**src/include/iwf_consts.svh**
```systemverilog
`ifndef IWF_CONSTS_SVH
`define IWF_CONSTS_SVH

// Upper three setup bytes as shipped: address 1, 300 baud, no parity
`define IWF_SETUP_RST_HI   24'h310701
// Default word count of the fourth setup byte
`define IWF_WORDS_DEF      8'h02
// Field positions inside the fourth setup byte
`define IWF_WORDS_LSB      0
`define IWF_WORDS_MSB      3
`define IWF_FILT_LSB       4
`define IWF_FILT_MSB       5
// Largest word count and hex digit limits
`define IWF_MAX_WORDS      4'h8
`define IWF_DIG_SAT        5'h11
// Clock rate and debounce constants
`define IWF_CLK_MHZ        200
`define IWF_FILT5_US       5000
`define IWF_FILT20_US      20000
`define IWF_FILT50_US      50000

`endif

```
**src/include/iwf_pkg.sv**
```systemverilog
package iwf_pkg;

  typedef enum logic [1:0] {
    IWF_FILT_NONE = 2'b00,
    IWF_FILT_5MS  = 2'b01,
    IWF_FILT_20MS = 2'b10,
    IWF_FILT_50MS = 2'b11
  } iwf_filt_t;

  typedef enum logic [1:0] {
    IWF_SRC_INPUT  = 2'b00,
    IWF_SRC_OUTPUT = 2'b01,
    IWF_SRC_INIT   = 2'b10
  } iwf_src_t;

  typedef enum logic [0:0] {
    IWF_TX_IDLE = 1'b0,
    IWF_TX_SEND = 1'b1
  } iwf_tx_st_t;

  typedef struct packed {
    logic        stable;
    logic [23:0] cnt;
    logic [15:0] count;
  } iwf_flt_st_t;

  typedef struct packed {
    iwf_tx_st_t  st;
    logic [63:0] sh;
    logic [4:0]  left;
    logic        valid;
    logic [7:0]  chr;
    logic        last;
  } iwf_tx_state_t;

  typedef struct packed {
    logic [31:0] setup;
    logic [63:0] acc;
    logic [4:0]  ndig;
    logic        bad;
    logic [63:0] outs;
    logic        syn_err;
    logic        do_ack;
    logic        wr_ack;
    logic        wr_ref;
    logic [31:0] rd_data;
    logic        rd_valid;
    logic        bit_err;
  } iwf_top_st_t;

  // ASCII hex digit test, both cases accepted
  function automatic logic iwf_is_hex(input logic [7:0] c);
    iwf_is_hex = (c >= 8'h30 && c <= 8'h39) ||
                 (c >= 8'h41 && c <= 8'h46) ||
                 (c >= 8'h61 && c <= 8'h66);
  endfunction : iwf_is_hex

  function automatic logic [3:0] iwf_hex_to_nib(input logic [7:0] c);
    logic [7:0] v;
    v = 8'h00;
    if (c <= 8'h39)
      v = c - 8'h30;
    else if (c <= 8'h46)
      v = c - 8'h37;
    else
      v = c - 8'h57;
    iwf_hex_to_nib = v[3:0];
  endfunction : iwf_hex_to_nib

  // Upper-case digits on the way out
  function automatic logic [7:0] iwf_nib_to_hex(input logic [3:0] n);
    iwf_nib_to_hex = (n < 4'hA) ? (8'h30 + {4'h0, n}) : (8'h37 + {4'h0, n});
  endfunction : iwf_nib_to_hex

  // Zero is illegal and anything past eight is meaningless; clamp both
  function automatic logic [3:0] iwf_eff_words(input logic [3:0] w);
    if (w == 4'h0)
      iwf_eff_words = 4'h1;
    else if (w > 4'h8)
      iwf_eff_words = 4'h8;
    else
      iwf_eff_words = w;
  endfunction : iwf_eff_words

endpackage : iwf_pkg

```
**src/iwf_setup_io.sv**
```systemverilog
// What this block does
// - Bits 5:4 pick debounce: none,5,20,50 ms
// - No filter: count clean edges up to 20kHz
// - Filter hides contact bounce from the counter
// - One word is eight bits, two hex
// - Word count 1..8 binary in low bits
// - Wrong digit count gives syntax error
// - Reads return exactly configured words as hex
// - Last hex digit maps to lowest lines
// - Output bits above physical lines discarded
// - Input bits above physical lines read one
// - Single-bit commands ignore word count
// - Byte four is last two setup characters
// - Setup read returns setup currently held
// - Shipped: address 1, 300 baud, model words
`timescale 1ns/1ps
`include "iwf_consts.svh"

module iwf_setup_io #(
  parameter int          IO_LINES   = 15,
  parameter logic [7:0]  BYTE4_DEF  = `IWF_WORDS_DEF,
  parameter logic [63:0] INIT_OUT   = 64'h0000_0000_0000_0000,
  parameter int          F5_CYCLES  = `IWF_FILT5_US * `IWF_CLK_MHZ,
  parameter int          F20_CYCLES = `IWF_FILT20_US * `IWF_CLK_MHZ,
  parameter int          F50_CYCLES = `IWF_FILT50_US * `IWF_CLK_MHZ
) (
  input  wire logic                core_clk,
  input  wire logic                rst_n,
  input  wire logic                ce,
  input  wire logic                setup_wr_stb,
  input  wire logic [31:0]         setup_wr_data,
  input  wire logic                write_armed,
  output logic                     setup_wr_ack,
  output logic                     setup_wr_refused,
  input  wire logic                setup_rd_stb,
  output logic [31:0]              setup_rd_data,
  output logic                     setup_rd_valid,
  input  wire logic                do_char_valid,
  input  wire logic [7:0]          do_char,
  input  wire logic                do_char_last,
  output logic                     do_ack,
  output logic                     syntax_err,
  output logic [IO_LINES-1:0]      out_lines,
  input  wire logic [IO_LINES-1:0] in_lines,
  input  wire logic                rd_stb,
  input  wire iwf_pkg::iwf_src_t   rd_src,
  output logic                     tx_valid,
  output logic [7:0]               tx_char,
  output logic                     tx_last,
  input  wire logic                tx_ready,
  output logic                     tx_busy,
  input  wire logic                bit_stb,
  input  wire logic [5:0]          bit_idx,
  input  wire logic                bit_val,
  output logic                     bit_err,
  input  wire logic                event_in,
  input  wire logic                event_clear,
  output logic [15:0]              event_count,
  output logic [3:0]               word_count,
  output iwf_pkg::iwf_filt_t       filter_sel
);
  import iwf_pkg::*;

  iwf_top_st_t st_reg;
  iwf_top_st_t st_next;
  logic [7:0]  byte4;
  logic [3:0]  words;
  iwf_filt_t   filt;
  logic [63:0] rd_word;
  logic [63:0] line_mask;
  logic        rd_start;
  logic        tx_busy_w;
  logic [3:0]  nib;

  // Fields of the fourth setup byte; bits 7:6 feed nothing
  assign byte4 = st_reg.setup[7:0];
  assign words = iwf_eff_words(byte4[`IWF_WORDS_MSB:`IWF_WORDS_LSB]);
  assign filt  = iwf_filt_t'(byte4[`IWF_FILT_MSB:`IWF_FILT_LSB]);
  assign nib   = iwf_hex_to_nib(do_char);

  // Lines that really exist; a width of 64 keeps every bit
  assign line_mask = (IO_LINES >= 64) ? {64{1'b1}} :
                     ((64'h1 << IO_LINES) - 64'h1);

  // Read source; missing lines read as ones so hosts see a fixed pattern
  always_comb
  begin
    case (rd_src)
      IWF_SRC_OUTPUT: rd_word = st_reg.outs;
      IWF_SRC_INIT:   rd_word = INIT_OUT;
      default:        rd_word = 64'(in_lines);
    endcase
    rd_word = (rd_word & line_mask) | ~line_mask;
  end

  // A read that lands while a reply is still going out is dropped
  assign rd_start = rd_stb & ~tx_busy_w;

  always_comb
  begin
    st_next = st_reg;
    st_next.syn_err  = 1'b0;
    st_next.do_ack   = 1'b0;
    st_next.wr_ack   = 1'b0;
    st_next.wr_ref   = 1'b0;
    st_next.rd_valid = 1'b0;
    st_next.bit_err  = 1'b0;

    // Setup write takes effect at once, but only after write enable
    if (setup_wr_stb)
    begin
      if (write_armed)
      begin
        st_next.setup  = setup_wr_data;
        st_next.wr_ack = 1'b1;
      end
      else
        st_next.wr_ref = 1'b1;
    end

    // Setup read shows the stored string, unused bits as written
    if (setup_rd_stb)
    begin
      st_next.rd_data  = st_reg.setup;
      st_next.rd_valid = 1'b1;
    end

    // Single-line writes use the index only, never the word count
    if (bit_stb)
    begin
      if (32'(bit_idx) < IO_LINES)
        st_next.outs[bit_idx] = bit_val;
      else
        st_next.bit_err = 1'b1;
    end

    // Parallel output digits shift in, so the last one lands lowest
    if (do_char_valid)
    begin
      if (!iwf_is_hex(do_char))
        st_next.bad = 1'b1;
      st_next.acc = {st_reg.acc[59:0], nib};
      if (st_reg.ndig != `IWF_DIG_SAT)
        st_next.ndig = st_reg.ndig + 5'h01;
      if (do_char_last)
      begin
        if (st_next.bad || st_next.ndig != {words, 1'b0})
          st_next.syn_err = 1'b1;
        else
        begin
          st_next.outs   = st_next.acc & line_mask;
          st_next.do_ack = 1'b1;
        end
        st_next.acc  = 64'h0000_0000_0000_0000;
        st_next.ndig = 5'h00;
        st_next.bad  = 1'b0;
      end
    end
  end

  // Shipped setup: upper bytes fixed, byte four from the model default
  always_ff @(posedge core_clk)
  begin
    if (!rst_n)
    begin
      st_reg       <= '0;
      st_reg.setup <= {`IWF_SETUP_RST_HI, BYTE4_DEF};
      st_reg.outs  <= INIT_OUT;
    end
    else if (ce)
      st_reg <= st_next;
  end

  // Reply digits for the parallel reads
  iwf_hex_tx u_tx (
    .core_clk (core_clk),
    .rst_n    (rst_n),
    .ce       (ce),
    .start    (rd_start),
    .data     (rd_word),
    .words    (words),
    .tx_ready (tx_ready),
    .tx_valid (tx_valid),
    .tx_char  (tx_char),
    .tx_last  (tx_last),
    .busy     (tx_busy_w)
  );

  // Event counter behind the selectable debounce
  iwf_evt_filter #(
    .F5_CYCLES  (F5_CYCLES),
    .F20_CYCLES (F20_CYCLES),
    .F50_CYCLES (F50_CYCLES)
  ) u_flt (
    .core_clk    (core_clk),
    .rst_n       (rst_n),
    .ce          (ce),
    .filt        (filt),
    .event_in    (event_in),
    .count_clear (event_clear),
    .count       (event_count)
  );

  assign tx_busy          = tx_busy_w;
  assign setup_wr_ack     = st_reg.wr_ack;
  assign setup_wr_refused = st_reg.wr_ref;
  assign setup_rd_data    = st_reg.rd_data;
  assign setup_rd_valid   = st_reg.rd_valid;
  assign do_ack           = st_reg.do_ack;
  assign syntax_err       = st_reg.syn_err;
  assign out_lines        = st_reg.outs[IO_LINES-1:0];
  assign bit_err          = st_reg.bit_err;
  assign word_count       = st_reg.setup[`IWF_WORDS_MSB:`IWF_WORDS_LSB];
  assign filter_sel       =
    iwf_filt_t'(st_reg.setup[`IWF_FILT_MSB:`IWF_FILT_LSB]);

endmodule : iwf_setup_io

```
**src/iwf_evt_filter.sv**
```systemverilog
`timescale 1ns/1ps
`include "iwf_consts.svh"

module iwf_evt_filter #(
  parameter int F5_CYCLES  = `IWF_FILT5_US * `IWF_CLK_MHZ,
  parameter int F20_CYCLES = `IWF_FILT20_US * `IWF_CLK_MHZ,
  parameter int F50_CYCLES = `IWF_FILT50_US * `IWF_CLK_MHZ
) (
  input  wire logic              core_clk,
  input  wire logic              rst_n,
  input  wire logic              ce,
  input  wire iwf_pkg::iwf_filt_t filt,
  input  wire logic              event_in,
  input  wire logic              count_clear,
  output logic [15:0]            count
);
  import iwf_pkg::*;

  iwf_flt_st_t st_reg;
  iwf_flt_st_t st_next;
  logic [23:0] limit;
  logic        rise;

  // Settle time for the selected constant
  always_comb
  begin
    case (filt)
      IWF_FILT_5MS:  limit = 24'(F5_CYCLES - 1);
      IWF_FILT_20MS: limit = 24'(F20_CYCLES - 1);
      IWF_FILT_50MS: limit = 24'(F50_CYCLES - 1);
      default:       limit = 24'h000000;
    endcase
  end

  // Input must hold its new level for the whole constant before it counts
  always_comb
  begin
    st_next = st_reg;
    rise = 1'b0;
    if (filt == IWF_FILT_NONE)
    begin
      st_next.stable = event_in;
      st_next.cnt = 24'h000000;
    end
    else if (event_in == st_reg.stable)
      st_next.cnt = 24'h000000;
    else if (st_reg.cnt >= limit)
    begin
      st_next.stable = event_in;
      st_next.cnt = 24'h000000;
    end
    else
      st_next.cnt = st_reg.cnt + 24'h000001;
    rise = st_next.stable & ~st_reg.stable;
    // A clear in the same cycle as an edge keeps that edge
    if (count_clear)
      st_next.count = {15'h0000, rise};
    else if (rise)
      st_next.count = st_reg.count + 16'h0001;
  end

  always_ff @(posedge core_clk)
  begin
    if (!rst_n)
      st_reg <= '0;
    else if (ce)
      st_reg <= st_next;
  end

  assign count = st_reg.count;

endmodule : iwf_evt_filter

```
**src/iwf_hex_tx.sv**
```systemverilog
`timescale 1ns/1ps
`include "iwf_consts.svh"

module iwf_hex_tx (
  input  wire logic        core_clk,
  input  wire logic        rst_n,
  input  wire logic        ce,
  input  wire logic        start,
  input  wire logic [63:0] data,
  input  wire logic [3:0]  words,
  input  wire logic        tx_ready,
  output logic             tx_valid,
  output logic [7:0]       tx_char,
  output logic             tx_last,
  output logic             busy
);
  import iwf_pkg::*;

  iwf_tx_state_t st_reg;
  iwf_tx_state_t st_next;
  logic [63:0]   aligned;

  // Left-align the used words so the top digit goes first, LSB digit last
  assign aligned = data << {(`IWF_MAX_WORDS - words), 3'b000};

  always_comb
  begin
    st_next = st_reg;
    case (st_reg.st)
      IWF_TX_IDLE:
      begin
        if (start)
        begin
          st_next.st = IWF_TX_SEND;
          st_next.chr = iwf_nib_to_hex(aligned[63:60]);
          st_next.sh = aligned << 4;
          st_next.left = {words, 1'b0};
          st_next.valid = 1'b1;
          st_next.last = (words == 4'h0);
        end
      end
      IWF_TX_SEND:
      begin
        if (tx_ready)
        begin
          if (st_reg.left == 5'h01)
          begin
            st_next.st = IWF_TX_IDLE;
            st_next.valid = 1'b0;
            st_next.last = 1'b0;
          end
          else
          begin
            st_next.chr = iwf_nib_to_hex(st_reg.sh[63:60]);
            st_next.sh = st_reg.sh << 4;
            st_next.left = st_reg.left - 5'h01;
            st_next.last = (st_reg.left == 5'h02);
          end
        end
      end
      default:
        st_next = '0;
    endcase
  end

  always_ff @(posedge core_clk)
  begin
    if (!rst_n)
      st_reg <= '0;
    else if (ce)
      st_reg <= st_next;
  end

  assign tx_valid = st_reg.valid;
  assign tx_char  = st_reg.chr;
  assign tx_last  = st_reg.last;
  assign busy     = (st_reg.st == IWF_TX_SEND);

endmodule : iwf_hex_tx

```
**config.mk**
```make
export PLATFORM = sky130hd
export DESIGN_NAME = iwf_setup_io
export DESIGN_NICKNAME = d
export VERILOG_FILES = /design/src/include/iwf_pkg.sv /design/src/iwf_setup_io.sv /design/src/iwf_evt_filter.sv /design/src/iwf_hex_tx.sv
export VERILOG_INCLUDE_DIRS = /design/src /design/src/include
export SDC_FILE = /design/constraint.sdc
export NUM_CORES = 1
export LEC_CHECK = 0
export ABC_AREA = 1
export BUFFER_PORTS_ARGS = -buffer_cell sky130_fd_sc_hd__buf_2
export CAP_MARGIN = 20
export CORE_ASPECT_RATIO = 1.1
export CORE_MARGIN = 8
export CORE_UTILIZATION = 35
export CTS_CLUSTER_DIAMETER = 30
export DETAILED_ROUTE_END_ITERATION = 8
export GPL_TIMING_DRIVEN = 1
export PLACE_DENSITY_LB_ADDON = 0.25
export REMOVE_ABC_BUFFERS = 1
export SYNTH_ARGS = -nofsm -noshare
export SYNTH_HDL_FRONTEND = slang
export SYNTH_SLANG_ARGS = --single-unit
export TNS_END_PERCENT = 100
```
**constraint.sdc**
```tcl
create_clock -name core_clk -period 5.08 [get_ports core_clk]
set_input_delay 0.254 -clock core_clk [delete_from_list [all_inputs] [get_ports core_clk]]
set_output_delay 0.254 -clock core_clk [all_outputs]
set_load 0.02 [all_outputs]
```
==> summary.md, run 1 <==
| Metric | Value |
|---|---|
| Commonest cells in the netlist | `nand2_1, dfxtp_1, a21oi_1` |
| Num CTS Buffers | `57` |
| Cell area after layout | `15,000 µm²` |
| F_max | `0.272 GHz` |
| Worst-Skew Late Latency | `0.57 ns` |
| # IOs | `163` |
| Core box area | `34,200 µm²` |
| Post-CTS Setup Inserts | `0` |
| Placer Congestion | `0.838` |
| Total negative slack | `0 ns` |
| Synthesized flop and latch total | `218` |
| IO Port Bufs | `161` |
| RSZ-0062 raised after global routing | `false` |
| Die footprint | `40,800 µm²` |
| Critical path launch point type | `flop` |
| Crit Path Class | `reg -> reg` |
| Slew @ Worst Pin | `0.979 ns` |
| Synth area leader | `dfxtp_1` |
| Peak supply drop | `0.331 mV` |
| Primary FF master, synth | `dfxtp_1` |
| Tmin final | `3.67 ns` |
| Final WS setup | `1.41 ns` |
| Yosys cell types | `47` |
| Remaining DRCs | `0` |
| Clock Path Buffers | `3` |
| GRT Max-Usage Layer | `met2` |
| Crit-path max FO | `23` |
| Final WL | `37,400 µm` |
| Number of global-route vias before repair | `11,700` |
| Post-synth EDFFs | `0` |
| Grt met1 use | `21.6%` |
| Pin count of the biggest net entering global routing | `85` |
| Row count | `71` |
| Synthesis warning total | `0` |
| Die Y | `211 µm` |
| Synth Cell Area | `12,100 µm²` |
| CP required | `5.49 ns` |
| Share of layout cells above drive strength 1 | `16.9%` |
| Via count | `11,800` |
| CTS Hold Buffers Added | `35` |
| Inst Count DP | `2,226` |
| Fillcell total | `3,415` |
| Tot Pwr | `6.14 mW` |
| Synthesized area per cell | `6.80 µm²` |
| GR Layer Usage met3 | `6.45%` |
| Endpoints failing setup | `0` |
| CTS tree | `built` |
| Final Core Density | `43.8%` |
| Initial DRC Count | `606` |
| Synth Instances | `1,782` |
| P&R area growth vs syn | `23.6%` |
| Power density cells | `410 nW/µm²` |
| Most common cell in the netlist | `nand2_1` |
| Max Cap Violations | `0` |
| Hold Path Class | `in -> reg` |
| Layout Skew | `0.0224 ns` |
| Max reg flops | `65` |
| Antenna violations before repair | `7` |
| CTS H-Tree Depth | `2` |
| Routed vias/inst | `4.98` |
| Clock slew at reported path FFs | `0.05 ns` |
| Post-cts resize count | `0` |
| Clk sinks | `218` |
| Synth top area share | `36.0%` |
| Period utilisation layout | `72.3%` |
| Pre-CTS WS | `1.44 ns` |
| First-pass detailed-route iteration total | `5` |
| Share of synthesized registers carrying an async set or reset | `0%` |
| Post-DP Area | `12,600 µm²` |
| GR Util met2 | `28.6%` |
| DR WL/cell | `15.8 µm` |
| Die Width | `193 µm` |
| Ranking of synthesized cells by area | `dfxtp_1, nand2_1, a21oi_1, nor2_1, buf_4` |
| Final Max Slew Viols | `0` |
| Outcome | `finished clean` |
| Starting Density | `35.4%` |
| First-pass GRT wire length | `60,400 µm` |
| Slew HR | `34.7%` |
| Post-route ant nets | `0` |
| Crit path DAT | `4.08 ns` |
| Final Hold Slack | `0.0351 ns` |
| Sequential share of the synthesized area | `36.0%` |
| Root buffer cell | `clkbuf_16` |
| Leak pwr | `6.35 nW` |
| Nets@finish | `2,001` |
| Final Hold Fails | `0` |
| CP Capture Type | `flop` |
| Final Non-Filler Cells | `2,371` |
| Overall Global Routing Usage | `17.8%` |
| Hpwl dp | `25,400 µm` |
| Overflow after GRT | `0` |
[logic make-up after synthesis]
kind of cell / Yosys count / synth area share, %
adder cells (fa/ha/maj): 42 / 4.34
flip-flops: 218 / 36.0
other: 1 / 0.0309
AO/OA/AOI/OAI: 395 / 17.6
XOR/XNOR: 20 / 1.51
buffers and inverters: 324 / 12.9
AND/OR/NAND/NOR: 782 / 27.5
[placed cells by master, fill, tap and decap left out, types with 6 or more instances in the layout]
cell type / Yosys / routed
nand2_1: 417 / 417
dfxtp_1: 218 / 218
a21oi_1: 187 / 187
nor2_1: 171 / 170
buf_2: 18 / 161
inv_1: 142 / 142
nand3_1: 120 / 119
o21ai_0: 118 / 118
clkbuf_16: 0 / 58
a31oi_1: 45 / 45
ha_1: 42 / 42
dlygate4sd3_1: 0 / 35
xor2_1: 17 / 17
nand4_1: 13 / 13
buf_4: 82 / 13
clkinvlp_4: 0 / 12
clkinv_2: 0 / 12
inv_2: 11 / 11
nor3_1: 11 / 11
and2_1: 10 / 10
o21ai_1: 10 / 10
nand2_2: 9 / 9
o211ai_1: 9 / 9
a221oi_1: 9 / 9
clkbuf_8: 0 / 8
bufinv_16: 0 / 7
nor2_2: 5 / 6
nand3b_1: 6 / 6
[worst max-delay path, stage by stage, from the launching register on]
cell     delay (ns)
dfxtp_1        0.37
inv_2          0.13
nand2_1        0.45
ha_1           1.00
inv_1          0.54
nor2_1         0.25
nand2_1        0.09
inv_1          0.07
ha_1           0.17
inv_1          0.04
nor2_1         0.14
o21ai_1        0.11
nand2_1        0.08
a21oi_1        0.06
[power by group]
part / internal (mW) / total, mW / switching (mW) / leakage (nW)
clock network: 2.55 / 3.70 / 1.15 / 0.962
registers: 1.78 / 1.82 / 0.0389 / 1.77
logic: 0.193 / 0.616 / 0.423 / 3.61
[final timing paths]
path	cells after the start	to	slack, ns	from
max	13	u_tx.tx_char[6]	1.41	word_count[3]
min	3	u_tx.tx_valid	0.04	rd_stb
max reg2reg	13	u_tx.tx_char[6]	1.41	word_count[3]
min reg2reg	2	st_reg[192]	0.45	st_reg[192]
[metal layers]
| metal | vias to the layer above | part of all wire (%) | routed length (µm) |
|---|---|---|---|
| li1 | 5992 | - | - |
| met1 | 5360 | 44 | 16500 |
| met2 | 349 | 44 | 16600 |
| met3 | 87 | 8.6 | 3200 |
| met4 | 14 | 2.7 | 1030 |
| met5 | - | 0.25 | 92 |
[layout make-up]
type                            instances  area, µm²  share of cell area, %
Antenna cell                            2       5.00                 0.0334
Clock buffer                           70       1580                   10.5
Clock inverter                         38        440                   2.94
Inverter                              155        584                   3.90
Multi-Input combinational cell       1240       6190                   41.4
Sequential cell                       218       4360                   29.1
Tap cell                              438        548                   3.66
Timing Repair Buffer                  210       1260                   8.45
Note: power is estimated with default switching activity, not from simulation.
==> run 2, diff against run 1 <==
clock period = 3.79 ns   (was 5.08 ns; I/O delays follow)
==> run 2 against run 1 <==
Effect of this change:
- clock skew fell by 0.0053 ns
- hold slack improved by 0.0066 ns
- sequential power rose by 34%
- utilization rose by 0.19 points
- final cell count rose by 0.21%
- sequential cell count did not move
- design area rose by 0.43%
- setup slack got worse by 0.44 ns
- first-iteration DRC count rose by 9.7%
- global-route usage fell by 0.23 points
- count of clock-buffer cells in the layout rose by 12
==> summary.md, run 2 (synthesis gave the netlist of run 1 again) <==
| Metric | Value |
|---|---|
| Outcome | `finished clean` |
| IO Port Bufs | `161` |
| CP cell instances | `inv_1, ha_1, inv_1, o21ai_0, ha_1, a21oi_1, o21ai_0, nand2_1, nand2_1, a21oi_1, nand2_2, nand3_4, nand2_2, nand2_1, a21oi_1` |
| Final WL | `36,800 µm` |
| Peak supply drop | `0.329 mV` |
| Core box area | `34,200 µm²` |
| F_max | `0.354 GHz` |
| CP Capture Type | `flop` |
| Crit Path Class | `reg -> reg` |
| Row count | `71` |
| Number of global-route vias before repair | `11,400` |
| Critical path launch point type | `flop` |
| Commonest cells after routing, fill and taps aside | `nand2_1, dfxtp_1, a21oi_1, nor2_1, buf_2` |
| Sw Share | `24.3%` |
| Initial DRC Count | `665` |
| Clock power share | `60.6%` |
| Clock Path Buffers | `3` |
| Final Max Slew Viols | `0` |
| RSZ-0062 raised after global routing | `false` |
| Pint | `6.29 mW` |
| Share of layout cells above drive strength 1 | `16.4%` |
| P&R area growth vs syn | `24.1%` |
| Final Hold Fails | `0` |
| Pre-CTS WS | `0.987 ns` |
| Slowest stage delay, CP | `0.41 ns` |
| Leak pwr | `6.40 nW` |
| Overflow after GRT | `0` |
| Most common cell after layout, fill and taps aside | `nand2_1` |
| Clock slew at reported path FFs | `0.04 ns` |
| Antenna violations before repair | `3` |
| CTS tree | `built` |
| Total negative slack | `0 ns` |
| Seq pwr share | `29.4%` |
| Combinational power share | `10.0%` |
| Max Cap Violations | `0` |
| Post-CTS Setup Inserts | `0` |
| Hpwl dp | `25,500 µm` |
| Inst Count DP | `2,230` |
| CTS H-Tree Depth | `2` |
| Die footprint | `40,800 µm²` |
| Nets@finish | `2,007` |
| Via count | `11,800` |
| Die Y | `211 µm` |
| Slew @ Worst Pin | `0.960 ns` |
| Overall Global Routing Usage | `17.6%` |
| Endpoints failing setup | `0` |
| # IOs | `163` |
| Slowest-stage cell, CP | `dfxtp_1` |
| Layout Skew | `0.0171 ns` |
| DR WL/cell | `15.5 µm` |
| Crit path DAT | `3.23 ns` |
| Switching power | `2.02 mW` |
| Post-route ant nets | `0` |
| Period utilisation layout | `74.5%` |
| CP required | `4.19 ns` |
| Routed vias/inst | `4.98` |
| Pin count of the biggest net entering global routing | `96` |
| Die Width | `193 µm` |
| First-pass GRT wire length | `59,700 µm` |
| Clk sinks | `218` |
| Power density cells | `552 nW/µm²` |
| Max reg flops | `65` |
| Crit-path max FO | `18` |
| Final WS setup | `0.965 ns` |
| Remaining DRCs | `0` |
| Final Non-Filler Cells | `2,376` |
| Starting Density | `35.4%` |
| Num CTS Buffers | `56` |
| Root buffer cell | `clkbuf_16` |
| Post-cts resize count | `0` |
| Slew HR | `36.0%` |
| Placer Congestion | `0.882` |
| Worst-Skew Late Latency | `0.56 ns` |
| First-pass detailed-route iteration total | `5` |
| Hold Path Class | `in -> reg` |
| CTS Hold Buffers Added | `38` |
| Tmin final | `2.82 ns` |
## run 2: cell type report
cell class	instances	area, µm²
antenna	4	10.0
clock buffer	82	1640
clock inverter	22	378
fill	3505	19200
inverter	155	584
multi-input combinational	1240	6190
sequential	218	4360
tap	438	548
timing repair buffer	217	1330
## run 2: path summary, 6_finish.rpt
check | from | to | slack (ns) | cells past startpoint
max | filter_sel[0] | u_flt.count[5] | 0.97 | 15
min | do_char[0] | st_reg[108] | 0.04 | 4
max reg2reg | filter_sel[0] | u_flt.count[5] | 0.97 | 15
min reg2reg | st_reg[197] | setup_rd_data[25] | 0.45 | 2
## run 2: stage by stage
stage	instance area, µm²	utilization, %	total power [mW]	hold WS, ns
2_1_floorplan	11100	-	2.97	0.274
3_3_place_gp	12600	36.9	3.28	0.388
3_5_place_dp	12600	36.9	3.28	0.391
4_1_cts	15000	44.0	8.39	0.0196
5_1_grt	15000	44.0	8.64	0.0731
6_report	15000	44.0	8.31	0.0417
## run 2: power by group through the flow
| stage | logic (mW) | clock network, mW | registers (mW) |
|---|---|---|---|
| floorplan | 0.454 | 0 | 2.51 |
| global placement | 0.800 | 0 | 2.48 |
| detailed placement | 0.804 | 0 | 2.48 |
| CTS | 0.839 | 5.11 | 2.44 |
| global route | 0.937 | 5.25 | 2.45 |
| finish | 0.833 | 5.04 | 2.44 |
## run 2: metal layers
layer	share of wire (%)	GRT usage, %	vias to the layer above
met3	8.7	6.10	65
met5	0.073	0	-
met1	45	22.2	5399
met4	2.5	5.95	4
li1	-	-	6019
met2	44	27.7	348
## run 2: critical path, delay by kind of cell, from the launching register on
kind,cells,cell delay [ns]
and+or+nand+nor,6,0.81
adders and majority gates,2,0.64
AOI/OAI and AO/OA,5,0.55
DFF,1,0.41
buffers and inverters,2,0.27
==> run 3, diff against run 2 <==
ABC_AREA = 0   (was 1)
clock period = 2.4 ns   (was 3.79 ns; I/O delays follow)
==> run 3 against run 2 <==
Effect of this change:
- the flow now finishes with violations (negative setup slack)
- area after synthesis down 2.6%
- hold slack worse by 0.0086 ns
- sequential power is 57% higher
- highest routed layer is now met4
- sequential share of layout area fell by 2.9 points
==> summary.md, run 3 <==
| Metric | Value |
|---|---|
| Slew HR | `45.7%` |
| Antenna violations before repair | `0` |
| Final Non-Filler Cells | `2,237` |
| CTS H-Tree Depth | `2` |
| Commonest cells in the netlist | `nand2_1, dfxtp_1, a21oi_1` |
| CP Capture Type | `flop` |
| Max Cap Violations | `0` |
| Tmin final | `2.73 ns` |
| Max reg flops | `65` |
| Final WS setup | `-0.328 ns` |
| Commonest cells after routing, fill and taps aside | `nand2_1, dfxtp_1, buf_2, a21oi_1, buf_4` |
| Synth Instances | `1,512` |
| Slowest-stage cell, CP | `dfxtp_4` |
| Post-route ant nets | `0` |
| Clock Path Buffers | `3` |
| Ranking of synthesized cells by area | `dfxtp_1, nand2_1, a21oi_1, buf_4, ha_1` |
| Tot Pwr | `13.1 mW` |
| Num CTS Buffers | `55` |
| Synth top area share | `37.0%` |
| Crit path DAT | `3.24 ns` |
| Endpoints failing setup | `41` |
| Hold Path Class | `in -> reg` |
| F_max | `0.367 GHz` |
| Final Hold Slack | `0.0331 ns` |
| Nets@finish | `1,879` |
| # diodes | `0` |
| CP required | `2.91 ns` |
| Final Core Density | `50.5%` |
| IO Port Bufs | `161` |
| Share of synthesized registers carrying an async set or reset | `0%` |
| Primary FF master, synth | `dfxtp_1` |
| Row count | `70` |
| Outcome | `complete, but fails checks` |
| Pin count of the biggest net entering global routing | `92` |
| Via count | `11,700` |
| Power density cells | `781 nW/µm²` |
| Most common cell after layout, fill and taps aside | `nand2_1` |
| Layout Skew | `0.0175 ns` |
| Cell area after layout | `16,800 µm²` |
| Die footprint | `39,900 µm²` |
| Peak supply drop | `0.556 mV` |
| Root buffer cell | `clkbuf_16` |
| Number of global-route vias before repair | `11,600` |
| First-pass detailed-route iteration total | `5` |
| Clk sinks | `218` |
| RSZ-0062 raised after global routing | `true` |
| Crit-path max FO | `5` |
| Period utilisation layout | `114%` |
| Worst-Skew Late Latency | `0.57 ns` |
| Pre-CTS WS | `-0.458 ns` |
| Overflow after GRT | `0` |
| Die Width | `191 µm` |
| Synth Cell Area | `11,800 µm²` |
| Post-DP Area | `13,300 µm²` |
| Post-synth EDFFs | `0` |
| Slew @ Worst Pin | `0.813 ns` |
| Synthesized flop and latch total | `218` |
| CP bufs+invs | `4` |
| Hpwl dp | `25,000 µm` |
| Initial DRC Count | `587` |
| Routed vias/inst | `5.22` |
| Overall Global Routing Usage | `18.2%` |
| Die Y | `209 µm` |
| DR WL/cell | `16.8 µm` |
| Starting Density | `35.5%` |
| First-pass GRT wire length | `60,300 µm` |
| CP cell instances | `buf_4, ha_4, inv_4, ha_4, a211o_1, a211o_1, a221o_1, nor4_4, buf_6, buf_12, a21o_1, a22o_1` |
| Most common cell in the netlist | `nand2_1` |
| P&R area growth vs syn | `42.3%` |
| Final Max Slew Viols | `0` |
| Total negative slack | `-9.92 ns` |
| Crit Path Class | `reg -> reg` |
| Synthesis warning total | `0` |
| Yosys cell types | `78` |
| Clock slew at reported path FFs | `0.04 ns` |
| Failing checks | `negative setup slack` |
| Crit-path leading delay family | `compound AO/OA/AOI/OAI gates` |
| Remaining DRCs | `0` |
| Synth area leader | `dfxtp_1` |
| Placer Congestion | `0.855` |
| Sequential share of the synthesized area | `37.0%` |
| Final WL | `37,500 µm` |
| # IOs | `163` |
| Synthesized area per cell | `7.81 µm²` |
| Leak pwr | `6.79 nW` |
| Slowest stage delay, CP | `0.35 ns` |
| Share of layout cells above drive strength 1 | `30.4%` |
| Inst Count DP | `2,057` |
| Critical path launch point type | `flop` |
| Core box area | `33,300 µm²` |
| CTS tree | `built` |
| Final Hold Fails | `0` |
[run 3: changes by cell type in the layout (fill, tap and decap cells not counted), moves of 42 or more]
cell,delta
nand3_1,-45
buf_4,+97
nor2_1,-62
o21ai_0,-52
inv_1,-117
nand2_1,-154
a21oi_1,-42
[run 3: final timing paths]
path	endpoint	cells past startpoint	slack [ns]	startpoint
max	u_flt.st_reg[23]	12	-0.33	filter_sel[1]
min	u_tx.st_reg[22]	5	0.03	in_lines[3]
max reg2reg	u_flt.st_reg[23]	12	-0.33	filter_sel[1]
min reg2reg	setup_rd_data[26]	2	0.44	st_reg[198]
[run 3: area by class of cell]
class                           count  area [µm²]
Inverter                           34         143
Clock buffer                       65        1460
Clock inverter                     37         500
Tap cell                          432         541
Timing Repair Buffer              358        2720
Fill cell                        3148       16500
Sequential cell                   218        4380
Multi-Input combinational cell   1093        7050
[run 3: cells by family after synthesis]
group / synth area share, %
and+or+nand+nor: 24.0
other: 0.0318
DFF: 37.0
adders and majority gates: 4.45
AOI/OAI and AO/OA: 19.1
xor gates and xnor gates: 2.12
buffers and inverters: 9.01
muxes: 4.30
[run 3: report_power, final]
group	leakage (nW)	internal [mW]	total (mW)	switching, mW
logic	4.07	0.647	1.55	0.903
clock network	0.950	5.42	7.75	2.33
registers	1.77	3.75	3.82	0.0732
[run 3: what timing repair did]
action | 4_1_cts | 5_1_grt
resized for setup | 102 | 71
pin swaps | 56 | 44
endpoints found under the setup margin | 53 | 63
endpoints found under the hold margin | 43 | 0
buffers inserted | 21 | 11
hold buffers | 44 | 0
gates cloned | 3 | 1
[run 3: tightest hold or removal path, delay by kind of cell]
family          cells  cell delay (ns)
buf+inv             1             0.10
simple gates        2             0.18
compound gates      2             0.15
[run 3: per-layer routing]
metal | track usage (%) | vias to the layer above | share of wire (%)
met5 | 0 | - | 0
met4 | 6.69 | 0 | 2.9
met3 | 3.40 | 74 | 4.9
met2 | 30.7 | 303 | 48
met1 | 22.7 | 5550 | 44
li1 | - | 5752 | -
